`config.mk`:
```
export PLATFORM = sky130hd
export DESIGN_NAME = motion_ctrl_digital_io
export DESIGN_NICKNAME = d
export VERILOG_FILES = /design/src/design/dio_pkg.sv /design/src/design/motion_ctrl_digital_io.sv
export VERILOG_INCLUDE_DIRS = /design/src /design/src/design
export SDC_FILE = /design/constraint.sdc
export NUM_CORES = 1
export LEC_CHECK = 0
export BUFFER_PORTS_ARGS = -buffer_cell sky130_fd_sc_hd__buf_2
export CORE_AREA = 8 8 239 241
export CTS_CLUSTER_DIAMETER = 120
export DETAILED_ROUTE_END_ITERATION = 12
export DIE_AREA = 0 0 247 249
export GPL_TIMING_DRIVEN = 0
export PLACE_DENSITY = 0.57
export SETUP_SLACK_MARGIN = 0.5
export SKIP_LAST_GASP = 1
export SYNTH_ARGS = -nofsm -noshare
export SYNTH_HDL_FRONTEND = slang
export SYNTH_SLANG_ARGS = --single-unit
```
`constraint.sdc`:
```
create_clock -name clk -period 6.5 [get_ports clk]
set_input_delay 0.65 -clock clk [delete_from_list [all_inputs] [get_ports clk]]
set_output_delay 0.65 -clock clk [all_outputs]
set_load 0.02 [all_outputs]
```
`src/design/dio_cfg.svh`:
```
// Constants for the motion controller digital I/O block
`ifndef DIO_CFG_SVH
`define DIO_CFG_SVH
`define AUX_BASE_INDEX     7'h51
`define AUX_LAST_INDEX     7'h60
`define AUX_FIRST_A_INDEX  7'h51
`define AUX_FIRST_B_INDEX  7'h52
`define BANK_WIDTH         8
`define SECOND_BANK_AXES   4'h5
`define STROBE_PULSE_NS     600
`define CLK_PERIOD_NS       10
`define STROBE_PULSE_CYCLES ((`STROBE_PULSE_NS + `CLK_PERIOD_NS - 1) / `CLK_PERIOD_NS)
`define EXT_POINTS         40
`define EXT_GROUPS         5
`define OUT_RESET          8'h00
`endif

```
`src/design/dio_pkg.sv`:
```
// Types for the motion controller digital I/O block
package dio_pkg;
	typedef enum logic [1:0] {
		out_raise,
		out_lower,
		out_write_bit,
		out_write_bank
	} out_op_t;

	typedef struct packed {
		logic       valid;
		out_op_t    op;
		logic       bank;
		logic [2:0] bit_sel;
		logic [7:0] data;
	} out_cmd_t;

	typedef enum logic {
		cmp_incremental,
		cmp_one_shot
	} cmp_mode_t;

	typedef struct packed {
		logic        arm;
		cmp_mode_t   mode;
		logic [2:0]  axis_sel;
		logic [31:0] point;
		logic [31:0] increment;
	} cmp_cfg_t;
endpackage

```
`src/design/motion_ctrl_digital_io.sv`:
```
// Digital I/O block: aux inputs, general outputs, compare, error, extended bank
`timescale 1ns/10ps
`include "dio_cfg.svh"

// Behaviour
// Aux encoder A/B exposed as inputs 81-96
// First axis: A is 81, B is 82
// Stepper axes hide their aux inputs
// Eight outputs: raise, lower, write, bank, readback
// Second bank present with five or more axes
// Compare: 600 ns low pulse or one-shot
// Compare source selectable from any axis
// Error drives output low and LED on
// Errors: following fault, reset low, self-reset
// Forty extended points, direction per eight
// Rack use needs groups five, nine inputs
// Outputs hold and read back last write
module motion_ctrl_digital_io #(
	parameter int AXES = 8
) (
	input  wire logic                 clk,
	input  wire logic                 rst_n,
	input  wire logic [3:0]           axis_count,
	input  wire logic [AXES-1:0]      stepper_mode,
	input  wire logic [AXES-1:0]      aux_chan_a_plus,
	input  wire logic [AXES-1:0]      aux_chan_b_plus,
	input  wire logic [6:0]           input_index,
	output logic                      input_value,
	output logic                      input_available,
	input  wire dio_pkg::out_cmd_t    out_cmd,
	output logic [15:0]               general_out,
	output logic [15:0]               bank_readback_operand,
	input  wire dio_pkg::cmp_cfg_t    compare_arming_command,
	input  wire logic [AXES*32-1:0]   axis_position,
	output logic                      compare_strobe_out,
	input  wire logic [AXES-1:0]      following_fault,
	input  wire logic                 reset_line_n,
	input  wire logic                 self_reset,
	output logic                      error_out_n,
	output logic                      status_led,
	input  wire logic [`EXT_GROUPS-1:0] extended_bank_direction,
	input  wire logic [`EXT_POINTS-1:0] ext_in,
	input  wire logic [`EXT_POINTS-1:0] ext_out_value,
	output logic [`EXT_POINTS-1:0]    ext_out,
	output logic [`EXT_POINTS-1:0]    ext_oe,
	output logic [`EXT_POINTS-1:0]    ext_read
);
	import dio_pkg::*;

	localparam int PULSE_CYC = `STROBE_PULSE_CYCLES;

	typedef struct packed {
		logic [AXES-1:0]        a_meta;
		logic [AXES-1:0]        a_sync;
		logic [AXES-1:0]        b_meta;
		logic [AXES-1:0]        b_sync;
		logic [`EXT_POINTS-1:0] ext_meta;
		logic [`EXT_POINTS-1:0] ext_sync;
		logic [2:0]             err_meta;
		logic [2:0]             err_sync;
		logic                   in_val;
		logic                   in_ok;
		logic [15:0]            outs;
		logic                   armed;
		logic [31:0]            target;
		logic [7:0]             pulse_cnt;
		logic                   strobe;
		logic                   err_n;
		logic                   led;
		logic [`EXT_POINTS-1:0] xo;
		logic [`EXT_POINTS-1:0] xoe;
	} state_t;

	state_t st;
	state_t next_st;
	logic [`EXT_POINTS-1:0] group_oe;
	logic [31:0] sel_pos;
	logic second_bank;
	logic [6:0] rel_idx;
	logic [2:0] ax;

	// -------------------------------------------------------------
	// Extended bank direction per group
	// -------------------------------------------------------------
	for (genvar g = 0; g < `EXT_GROUPS; g++)
	begin : g_grp
		assign group_oe[g*8 +: 8] = {8{extended_bank_direction[g]}};
	end

	always_comb
	begin
		next_st = st;
		// Aux, extended, reset-line and self-reset pins pass two flops before use
		next_st.a_meta = aux_chan_a_plus;
		next_st.a_sync = st.a_meta;
		next_st.b_meta = aux_chan_b_plus;
		next_st.b_sync = st.b_meta;
		next_st.ext_meta = ext_in;
		next_st.ext_sync = st.ext_meta;
		next_st.err_meta = {self_reset, ~reset_line_n, 1'b0};
		next_st.err_sync = st.err_meta;

		// ---------------------------------------------------------
		// Aux encoder inputs as general inputs
		// ---------------------------------------------------------
		rel_idx = input_index - `AUX_BASE_INDEX;
		ax = rel_idx[3:1];
		next_st.in_val = 1'b0;
		next_st.in_ok = 1'b0;
		if (input_index >= `AUX_BASE_INDEX && input_index <= `AUX_LAST_INDEX
			&& 32'(ax) < AXES)
		begin
			// Even offset is channel A, so 81 is A and 82 is B of axis 0
			next_st.in_ok = ~stepper_mode[ax];
			next_st.in_val = ~stepper_mode[ax]
				& (rel_idx[0] ? st.b_sync[ax] : st.a_sync[ax]);
		end

		// ---------------------------------------------------------
		// General outputs
		// ---------------------------------------------------------
		second_bank = axis_count >= `SECOND_BANK_AXES;
		if (out_cmd.valid && (!out_cmd.bank || second_bank))
		begin
			unique case (out_cmd.op)
				out_raise:      next_st.outs[{out_cmd.bank, out_cmd.bit_sel}] = 1'b1;
				out_lower:      next_st.outs[{out_cmd.bank, out_cmd.bit_sel}] = 1'b0;
				out_write_bit:  next_st.outs[{out_cmd.bank, out_cmd.bit_sel}] = out_cmd.data[0];
				out_write_bank: next_st.outs[out_cmd.bank*8 +: 8] = out_cmd.data;
			endcase
		end
		if (!second_bank)
			next_st.outs[15:8] = `OUT_RESET; // Absent bank stays quiet

		// ---------------------------------------------------------
		// Compare output
		// ---------------------------------------------------------
		sel_pos = axis_position[compare_arming_command.axis_sel*32 +: 32];
		next_st.strobe = 1'b1;
		if (st.pulse_cnt != 8'h00)
		begin
			next_st.pulse_cnt = st.pulse_cnt - 8'h01;
			next_st.strobe = 1'b0;
		end
		if (compare_arming_command.arm)
		begin
			next_st.armed = 1'b1;
			next_st.target = compare_arming_command.point;
		end
		else if (st.armed && $signed(sel_pos) >= $signed(st.target))
		begin
			// Firing cycle counts as the first low cycle
			next_st.pulse_cnt = 8'(PULSE_CYC - 1);
			next_st.strobe = 1'b0;
			if (compare_arming_command.mode == cmp_incremental)
				next_st.target = st.target + compare_arming_command.increment;
			else
				next_st.armed = 1'b0; // One-shot disarms after firing
		end

		// ---------------------------------------------------------
		// Error output
		// ---------------------------------------------------------
		next_st.err_n = ~(|following_fault | |st.err_sync);
		next_st.led = ~next_st.err_n;

		// Extended drive follows direction; pins read back always
		next_st.xoe = group_oe;
		next_st.xo = ext_out_value & group_oe;
	end

	always_ff @(posedge clk)
	begin
		if (!rst_n)
		begin
			st <= '0;
			st.outs <= {`OUT_RESET, `OUT_RESET};
			st.strobe <= 1'b1;
			st.err_n <= 1'b0; // Reset itself is an error condition
			st.led <= 1'b1;
		end
		else
			st <= next_st;
	end

	assign input_value = st.in_val;
	assign input_available = st.in_ok;
	assign general_out = st.outs;
	assign bank_readback_operand = st.outs;
	assign compare_strobe_out = st.strobe;
	assign error_out_n = st.err_n;
	assign status_led = st.led;
	assign ext_out = st.xo;
	assign ext_oe = st.xoe;
	assign ext_read = st.ext_sync;
endmodule

```
==> Word level (Yosys, flattened, before mapping) <==
Cells that the tools add are included.
{ "classes": {"addsub": 4, "mul": 0, "div_mod_pow": 0, "n_lt_le_gt_ge": 7, "n_eq_ne": 4, "shift": 3, "n_mux": 18, "bitwise_logic": 9, "reduce_logical": 16} }
{ "ops": {"columns": ["operator", "count"], "rows": [
  ["$shiftx 256x9->32", 1],
  ["$pmux 16 s4", 1],
  ["$mux 42", 1],
  ["$and 40x40->40", 1],
  ["$neg 4->34", 1],
  ["$shift 8x34->16 const A", 1],
  ["$shiftx 8x34->16", 1],
  ["$mux 33", 1],
  ["$add 32x32->32", 1],
  ["$bwmux 16", 2],
  ["$ge 32x32->1", 1],
  ["$mux 32", 1],
  ["$mux 9", 2],
  ["$and 16x16->16", 1],
  ["$not 16->16", 1],
  ["$or 16x16->16", 1],
  ["$bmux 1 s3", 3],
  ["$reduce_and 2->1", 4],
  ["$reduce_bool 8->1", 1],
  ["$reduce_or 8->1", 1],
  ["$sub 8x1->8 const B", 1],
  ["$ge 7x7->1 const B", 1],
  ["$le 7x7->1 const B", 1],
  ["$mux 1", 6],
  ["18 further kinds", 25]
]} }
{ "word_totals": {"register_bits": 253, "latchBits": 0, "ram_bits": 0, "mem_bits_ro": 0, "inputBits": 472, "output_inout_bits": 157, "wordCells": 82, "n_memories": 0} }

==> Depth between registers and ports, before layout <==
{ "depth": {"ltp_word": 7, "mapped_depth": 16, "ltp_nobuf": 11} }

==> Worst setup path after synthesis <==
OpenSTA, ideal clock, no wires.
{ "synth_timing": {"path_kind": "input -> register", "from": "input compare_arming_command[64] in the netlist's numbering", "to": "register st[103] in the netlist's numbering", "setup_time_ps": 133, "t_arrival_ps": 4626, "t_required_ps": 6367, "setup_slack_ps": 1742, "cell_stages": 15, "path_buffers": 4, "cell_sequence": "clkbuf_1 -> buf_1 -> mux4_2 -> mux2_2 -> ha_1 -> and2_1 -> a221o_1 -> a221oi_2 -> nand3_2 -> or4b_4 -> and3_4 -> buf_6 -> buf_4 -> nand3_1 -> a31oi_1"} }
{ "synth_via": {"elab_chain_len": 5} }
{ "synth_rtl": {"columns": ["element", "line_no", "rtl"], "rows": [
  ["start: declaration", "motion_ctrl_digital_io.sv:33", "input wire dio_pkg::cmp_cfg_t compare_arming_command,"],
  ["$shiftx 256x9->32", "motion_ctrl_digital_io.sv:138", "sel_pos = axis_position[compare_arming_command.axis_sel*32 +: 32];"],
  ["$ge 32x32->1", "motion_ctrl_digital_io.sv:150", "else if (st.armed && $signed(sel_pos) >= $signed(st.target))"],
  ["$logic_and 1x1->1", "motion_ctrl_digital_io.sv:150", null],
  ["$reduce_bool 2->1 (no source line)", null, null],
  ["$reduce_and 2->1 (no source line)", null, null],
  ["end signal: assignment", "motion_ctrl_digital_io.sv:183", "st <= next_st;"],
  ["end: declaration", "motion_ctrl_digital_io.sv:74", "state_t st;"]
]} }
No other way between the ends.
A chain may end at the register's enable or synchronous reset.

==> Final worst setup path <==
{ "layout_timing": {"from": "input compare_arming_command[64] in the netlist's numbering", "to": "register st[117] in the netlist's numbering"} }
The elaborated chain is that of the path after synthesis.

==> report_table.html <==
<table>
<tr><th>Metric</th><th>Value</th></tr>
<tr><th colspan="2">Outcome</th></tr>
<tr><td>Status</td><td>completed</td></tr>
<tr><th colspan="2">STA</th></tr>
<tr><td>Least-Margin Pin Slew</td><td>around 1.1 ns</td></tr>
<tr><td>Max Slew Vio Count</td><td>0</td></tr>
<tr><td>Slack of the critical path</td><td>about 1.1 ns</td></tr>
<tr><td>Max Freq</td><td>187 MHz</td></tr>
<tr><td>Final Setup Violations</td><td>0</td></tr>
<tr><td>Min Tclk post-route</td><td>roughly 5.4 ns</td></tr>
<tr><td>Post-Route Setup TNS</td><td>0 ns</td></tr>
<tr><td>Clock Skews</td><td>between 0.01 and 0.015 ns</td></tr>
<tr><td>Post-Route Hold Slack</td><td>approximately 0.27 ns</td></tr>
<tr><td>Unrepaired setup endpoints after global routing</td><td>no</td></tr>
<tr><td>Hold Violations, Final</td><td>0</td></tr>
<tr><td>Rel. slew slack</td><td>0.265</td></tr>
<tr><td>Final period utilization</td><td>0.823</td></tr>
<tr><th colspan="2">Worst hold path</th></tr>
<tr><td>Type of the worst min-delay path</td><td>primary input to flip-flop</td></tr>
<tr><td>Number of cells traversed by the worst hold path</td><td>2</td></tr>
<tr><th colspan="2">Synthesis</th></tr>
<tr><td>Number of synthesized flops with an enable pin</td><td>0</td></tr>
<tr><td>Fraction of synthesized area in multiplexers</td><td>0.152</td></tr>
<tr><td>Ranking of synthesized cells by area</td><td>sky130_fd_sc_hd__dfxtp_1, sky130_fd_sc_hd__mux4_2, sky130_fd_sc_hd__buf_4</td></tr>
<tr><td>Largest family of logic cells by synthesized area</td><td>simple AND/OR/NAND/NOR gates</td></tr>
<tr><td>Parity-gate share of the synthesized area counting xor and xnor cells</td><td>0.0206</td></tr>
<tr><td>Sequential area share after synthesis</td><td>0.339</td></tr>
<tr><td>Cell area after synthesis</td><td>around 0.013 mm²</td></tr>
<tr><td>Unique cell type count in the Yosys netlist</td><td>75</td></tr>
<tr><td>Post-Synth Simple-Gate Area</td><td>0.167</td></tr>
<tr><td>Fraction of the mapped netlist area in compound gates</td><td>0.132</td></tr>
<tr><td>Top_reg_cell synth</td><td>sky130_fd_sc_hd__dfxtp_1</td></tr>
<tr><td>Post-synthesis cell count</td><td>between 1k and 1.5k</td></tr>
<tr><td>Fraction of post-synthesis cell area in the top cell type by area</td><td>0.339</td></tr>
<tr><td>Post-synth ARST share</td><td>0</td></tr>
<tr><td>Post-Synthesis Mean Instance Area</td><td>between 9 and 10 µm²</td></tr>
<tr><td>Total of warnings raised by yosys</td><td>0</td></tr>
<tr><td>Post-synth net total</td><td>~1.9k</td></tr>
<tr><td>Post-synthesis adder-cell area fraction</td><td>0.0662</td></tr>
<tr><td>Flop and latch count out of synthesis</td><td>between 200 and 250</td></tr>
<tr><td>Post-synthesis cell type with the largest combined area</td><td>sky130_fd_sc_hd__dfxtp_1</td></tr>
<tr><th colspan="2">Routing</th></tr>
<tr><td>Total number of vias</td><td>12.8k</td></tr>
<tr><td>1st-pass router iterations</td><td>5</td></tr>
<tr><td>Remaining DRCs</td><td>0</td></tr>
<tr><td>Wirelength per Cell</td><td>22.1 µm</td></tr>
<tr><td>Wire length reported by the detailed router</td><td>60,900 µm</td></tr>
<tr><td>First DRT Iteration DRCs</td><td>756</td></tr>
<tr><td>Antenna Violating Nets Remaining</td><td>0</td></tr>
<tr><td>Detail-routed via count per cell</td><td>about 4.6</td></tr>
<tr><th colspan="2">Global routing</th></tr>
<tr><td>Number of global-route vias before repair</td><td>between 10k and 15k</td></tr>
<tr><td>Global-route wire length before repair</td><td>roughly 86,000 µm</td></tr>
<tr><td>Met3 global-route usage</td><td>0.0644</td></tr>
<tr><td>Initial antenna violation count</td><td>28</td></tr>
<tr><td>M1 GR Usage</td><td>0.231</td></tr>
<tr><td>Maximum number of pins on one net before global-route repair</td><td>15</td></tr>
<tr><td>Overflow after GRT</td><td>0</td></tr>
<tr><td>Global routing's busiest layer</td><td>met2</td></tr>
<tr><td>Global routing usage on met2</td><td>0.308</td></tr>
<tr><td>Total GRT Usage</td><td>0.186</td></tr>
<tr><th colspan="2">Pwr</th></tr>
<tr><td>IR drop worst, VDD</td><td>137 µV</td></tr>
<tr><td>Leakage power total</td><td>8.74 nW</td></tr>
<tr><td>Power density relative to cell area</td><td>226 mW/mm²</td></tr>
<tr><th colspan="2">CTS</th></tr>
<tr><td>Number of gates given a new drive strength after cts</td><td>0</td></tr>
<tr><td>Worst-Skew Late Latency</td><td>approximately 0.55 ns</td></tr>
<tr><td>Buffer count from post-CTS setup fixing</td><td>0</td></tr>
<tr><td>Number of sinks driven by the clock tree</td><td>between 200 and 250</td></tr>
<tr><td>Clock tree from TritonCTS</td><td>done</td></tr>
<tr><td>H-tree lvl count</td><td>1</td></tr>
<tr><td>Cell at the root of the clock tree</td><td>sky130_fd_sc_hd__clkbuf_16</td></tr>
<tr><td>Maximum clock path buffer count</td><td>3</td></tr>
<tr><td>Post-CTS Hold Fix Bufs</td><td>0</td></tr>
<tr><td>Clock transition at the registers of the reported paths</td><td>0.06 ns</td></tr>
<tr><td>Num CTS Buffers</td><td>25</td></tr>
<tr><th colspan="2">Cells and area</th></tr>
<tr><td>Number of nets in the layout</td><td>roughly 2.6k</td></tr>
<tr><td>Final Util</td><td>0.339</td></tr>
<tr><td>Seq. cell area</td><td>between 0.004 and 0.005 mm²</td></tr>
<tr><td>Fraction of layout cells with a size suffix above 1</td><td>0.460</td></tr>
<tr><td>Synthesis-to-finish area growth</td><td>37.2%</td></tr>
<tr><td>Count of filler cells inserted in the layout</td><td>around 5.6k</td></tr>
<tr><td>Combined area of the multi-input logic cells</td><td>about 0.0071 mm²</td></tr>
<tr><td>Cell area after layout</td><td>~0.018 mm²</td></tr>
<tr><th colspan="2">Worst setup path</th></tr>
<tr><td>CP Class</td><td>primary input to flip-flop</td></tr>
<tr><td>Worst path required time</td><td>6.98 ns</td></tr>
<tr><td>Nature of the critical path startpoint</td><td>primary input</td></tr>
<tr><td>Worst Setup End Kind</td><td>flip-flop</td></tr>
<tr><td>Largest fanout on the critical path</td><td>10</td></tr>
<tr><td>Data arrival time of the worst path</td><td>between 5 and 6 ns</td></tr>
<tr><td>R2r worst-path depth</td><td>10</td></tr>
<tr><th colspan="2">Die</th></tr>
<tr><td>Overall die width</td><td>247 µm</td></tr>
<tr><td>Floorplan die area</td><td>slightly above 0.06 mm²</td></tr>
<tr><td>Height of the die</td><td>around 250 µm</td></tr>
<tr><td>Initial core utilization</td><td>0.247</td></tr>
<tr><td>Row count</td><td>85</td></tr>
<tr><td>Std-Cell Core Area</td><td>roughly 0.053 mm²</td></tr>
<tr><td>Number of top-level pins</td><td>629</td></tr>
<tr><th colspan="2">Placed design</th></tr>
<tr><td>Detailed placer's ending HPWL</td><td>52,400 µm</td></tr>
<tr><td>Placed cell areas</td><td>around 0.017 mm²</td></tr>
<tr><td>Worst slack after detailed placement</td><td>0.577 ns</td></tr>
<tr><td>Routability cong.</td><td>between 0.9 and 1</td></tr>
<tr><td>Count of buffers from port buffering</td><td>just over 600</td></tr>
<tr><th colspan="2">Job</th></tr>
<tr><td>Max-cap violations</td><td>0</td></tr>
</table>
-- cell type report --
cell class                 instances  share of cell area
sequential                       223               0.247
buffer                           222              0.0790
inverter                          52              0.0108
timing repair buffer             623               0.173
tap                              696              0.0483
clock buffer                      30              0.0368
multi-input combinational        879               0.392
antenna                           12             0.00166
clock inverter                    16              0.0116
-- report_power, final --
group	internal, mW	switching, mW
clock	0.895	0.611
sequential	1.46	0.0533
combinational	0.507	0.558
total	2.86	1.22
-- worst paths after layout --
path	start	to	slack, ns
max reg2reg	st[110]	st[117]	2.91
max	compare_arming_command[64]	st[117]	1.15
min	reset_line_n	next_st[143]	0.27
min reg2reg	next_st[235]	st[235]	0.42
-- worst max-delay path, stage by stage --
cell                       delay, ns
sky130_fd_sc_hd__clkbuf_1       0.45
sky130_fd_sc_hd__buf_1          0.79
sky130_fd_sc_hd__mux4_2         0.61
sky130_fd_sc_hd__mux2_2         0.30
sky130_fd_sc_hd__ha_1           0.29
sky130_fd_sc_hd__and2_1         0.18
sky130_fd_sc_hd__a221o_1        0.34
sky130_fd_sc_hd__a221oi_2       0.24
sky130_fd_sc_hd__nand3_2        0.17
sky130_fd_sc_hd__o311ai_2       0.96
sky130_fd_sc_hd__buf_2          0.48
sky130_fd_sc_hd__nand4_1        0.18
sky130_fd_sc_hd__a21oi_1        0.18
-- sequential cells by signal (all words and copies together), names as in the netlist, 5 cells and up --
| register | count |
|---|---|
| ext_out | 40 |
| st | 59 |
| ext_read | 40 |
| ext_oe | 5 |
| bank_readback_operand | 16 |
| next_st | 58 |
-- logic make-up after synthesis --
group / Yosys count
buffers and inverters: 274
adder cells (fa/ha/maj): 69
AO/OA/AOI/OAI: 271
XOR/XNOR: 31
multiplexers: 108
flip-flops: 223
AND/OR/NAND/NOR: 400
-- synth_stat cells, drive strengths merged, types with 5 or more instances --
library cell and count:
a211oi 8, a21o 18, a21oi 80, a221o 5, a22o 6, a22oi 14, a31oi 16, and2 126
and3 50, buf 168, clkbuf 54, dfxtp 223, ha 68, inv 50, mux2 32, mux2i 6
mux4 70, nand2 75, nand2b 10, nand3 35, nand4 10, nor2 48, nor2b 5, nor3 14
nor4 8, o211ai 9, o21a 6, o21ai 63, o31ai 10, or3 5, xnor2 18, xor2 13
-- stage by stage --
stage,std cells,power [mW]
5_1_grt,2747,4.30
3_5_place_dp,2695,2.60
6_report,2753,4.08
4_1_cts,2741,4.13
3_3_place_gp,2695,2.59
2_1_floorplan,1376,2.21
-- routing by layer --
metal | part of all wire | wire, µm | vias to the layer above
met3 | 0.098 | 5990 | 80
li1 | - | - | 6103
met2 | 0.47 | 28900 | 551
met4 | 0.015 | 914 | 22
met5 | 0.0022 | 135 | -
met1 | 0.41 | 24900 | 6021
-- layout by cell type, fill, tap and decap left out, types with 16 or more instances in the layout --
| master | n |
|---|---|
| sky130_fd_sc_hd__xnor2_1 | 18 |
| sky130_fd_sc_hd__o21ai_0 | 61 |
| sky130_fd_sc_hd__a31oi_1 | 16 |
| sky130_fd_sc_hd__and3_1 | 49 |
| sky130_fd_sc_hd__mux2_2 | 32 |
| sky130_fd_sc_hd__buf_4 | 155 |
| sky130_fd_sc_hd__nand2_1 | 75 |
| sky130_fd_sc_hd__a21oi_1 | 80 |
| sky130_fd_sc_hd__nor2_1 | 47 |
| sky130_fd_sc_hd__clkbuf_16 | 25 |
| sky130_fd_sc_hd__nand3_1 | 33 |
| sky130_fd_sc_hd__mux4_2 | 70 |
| sky130_fd_sc_hd__ha_1 | 68 |
| sky130_fd_sc_hd__a21o_1 | 17 |
| sky130_fd_sc_hd__dfxtp_1 | 223 |
| sky130_fd_sc_hd__buf_2 | 625 |
| sky130_fd_sc_hd__inv_1 | 50 |
| sky130_fd_sc_hd__clkbuf_1 | 57 |
| sky130_fd_sc_hd__and2_1 | 126 |
(Power assumes the default switching activity.)
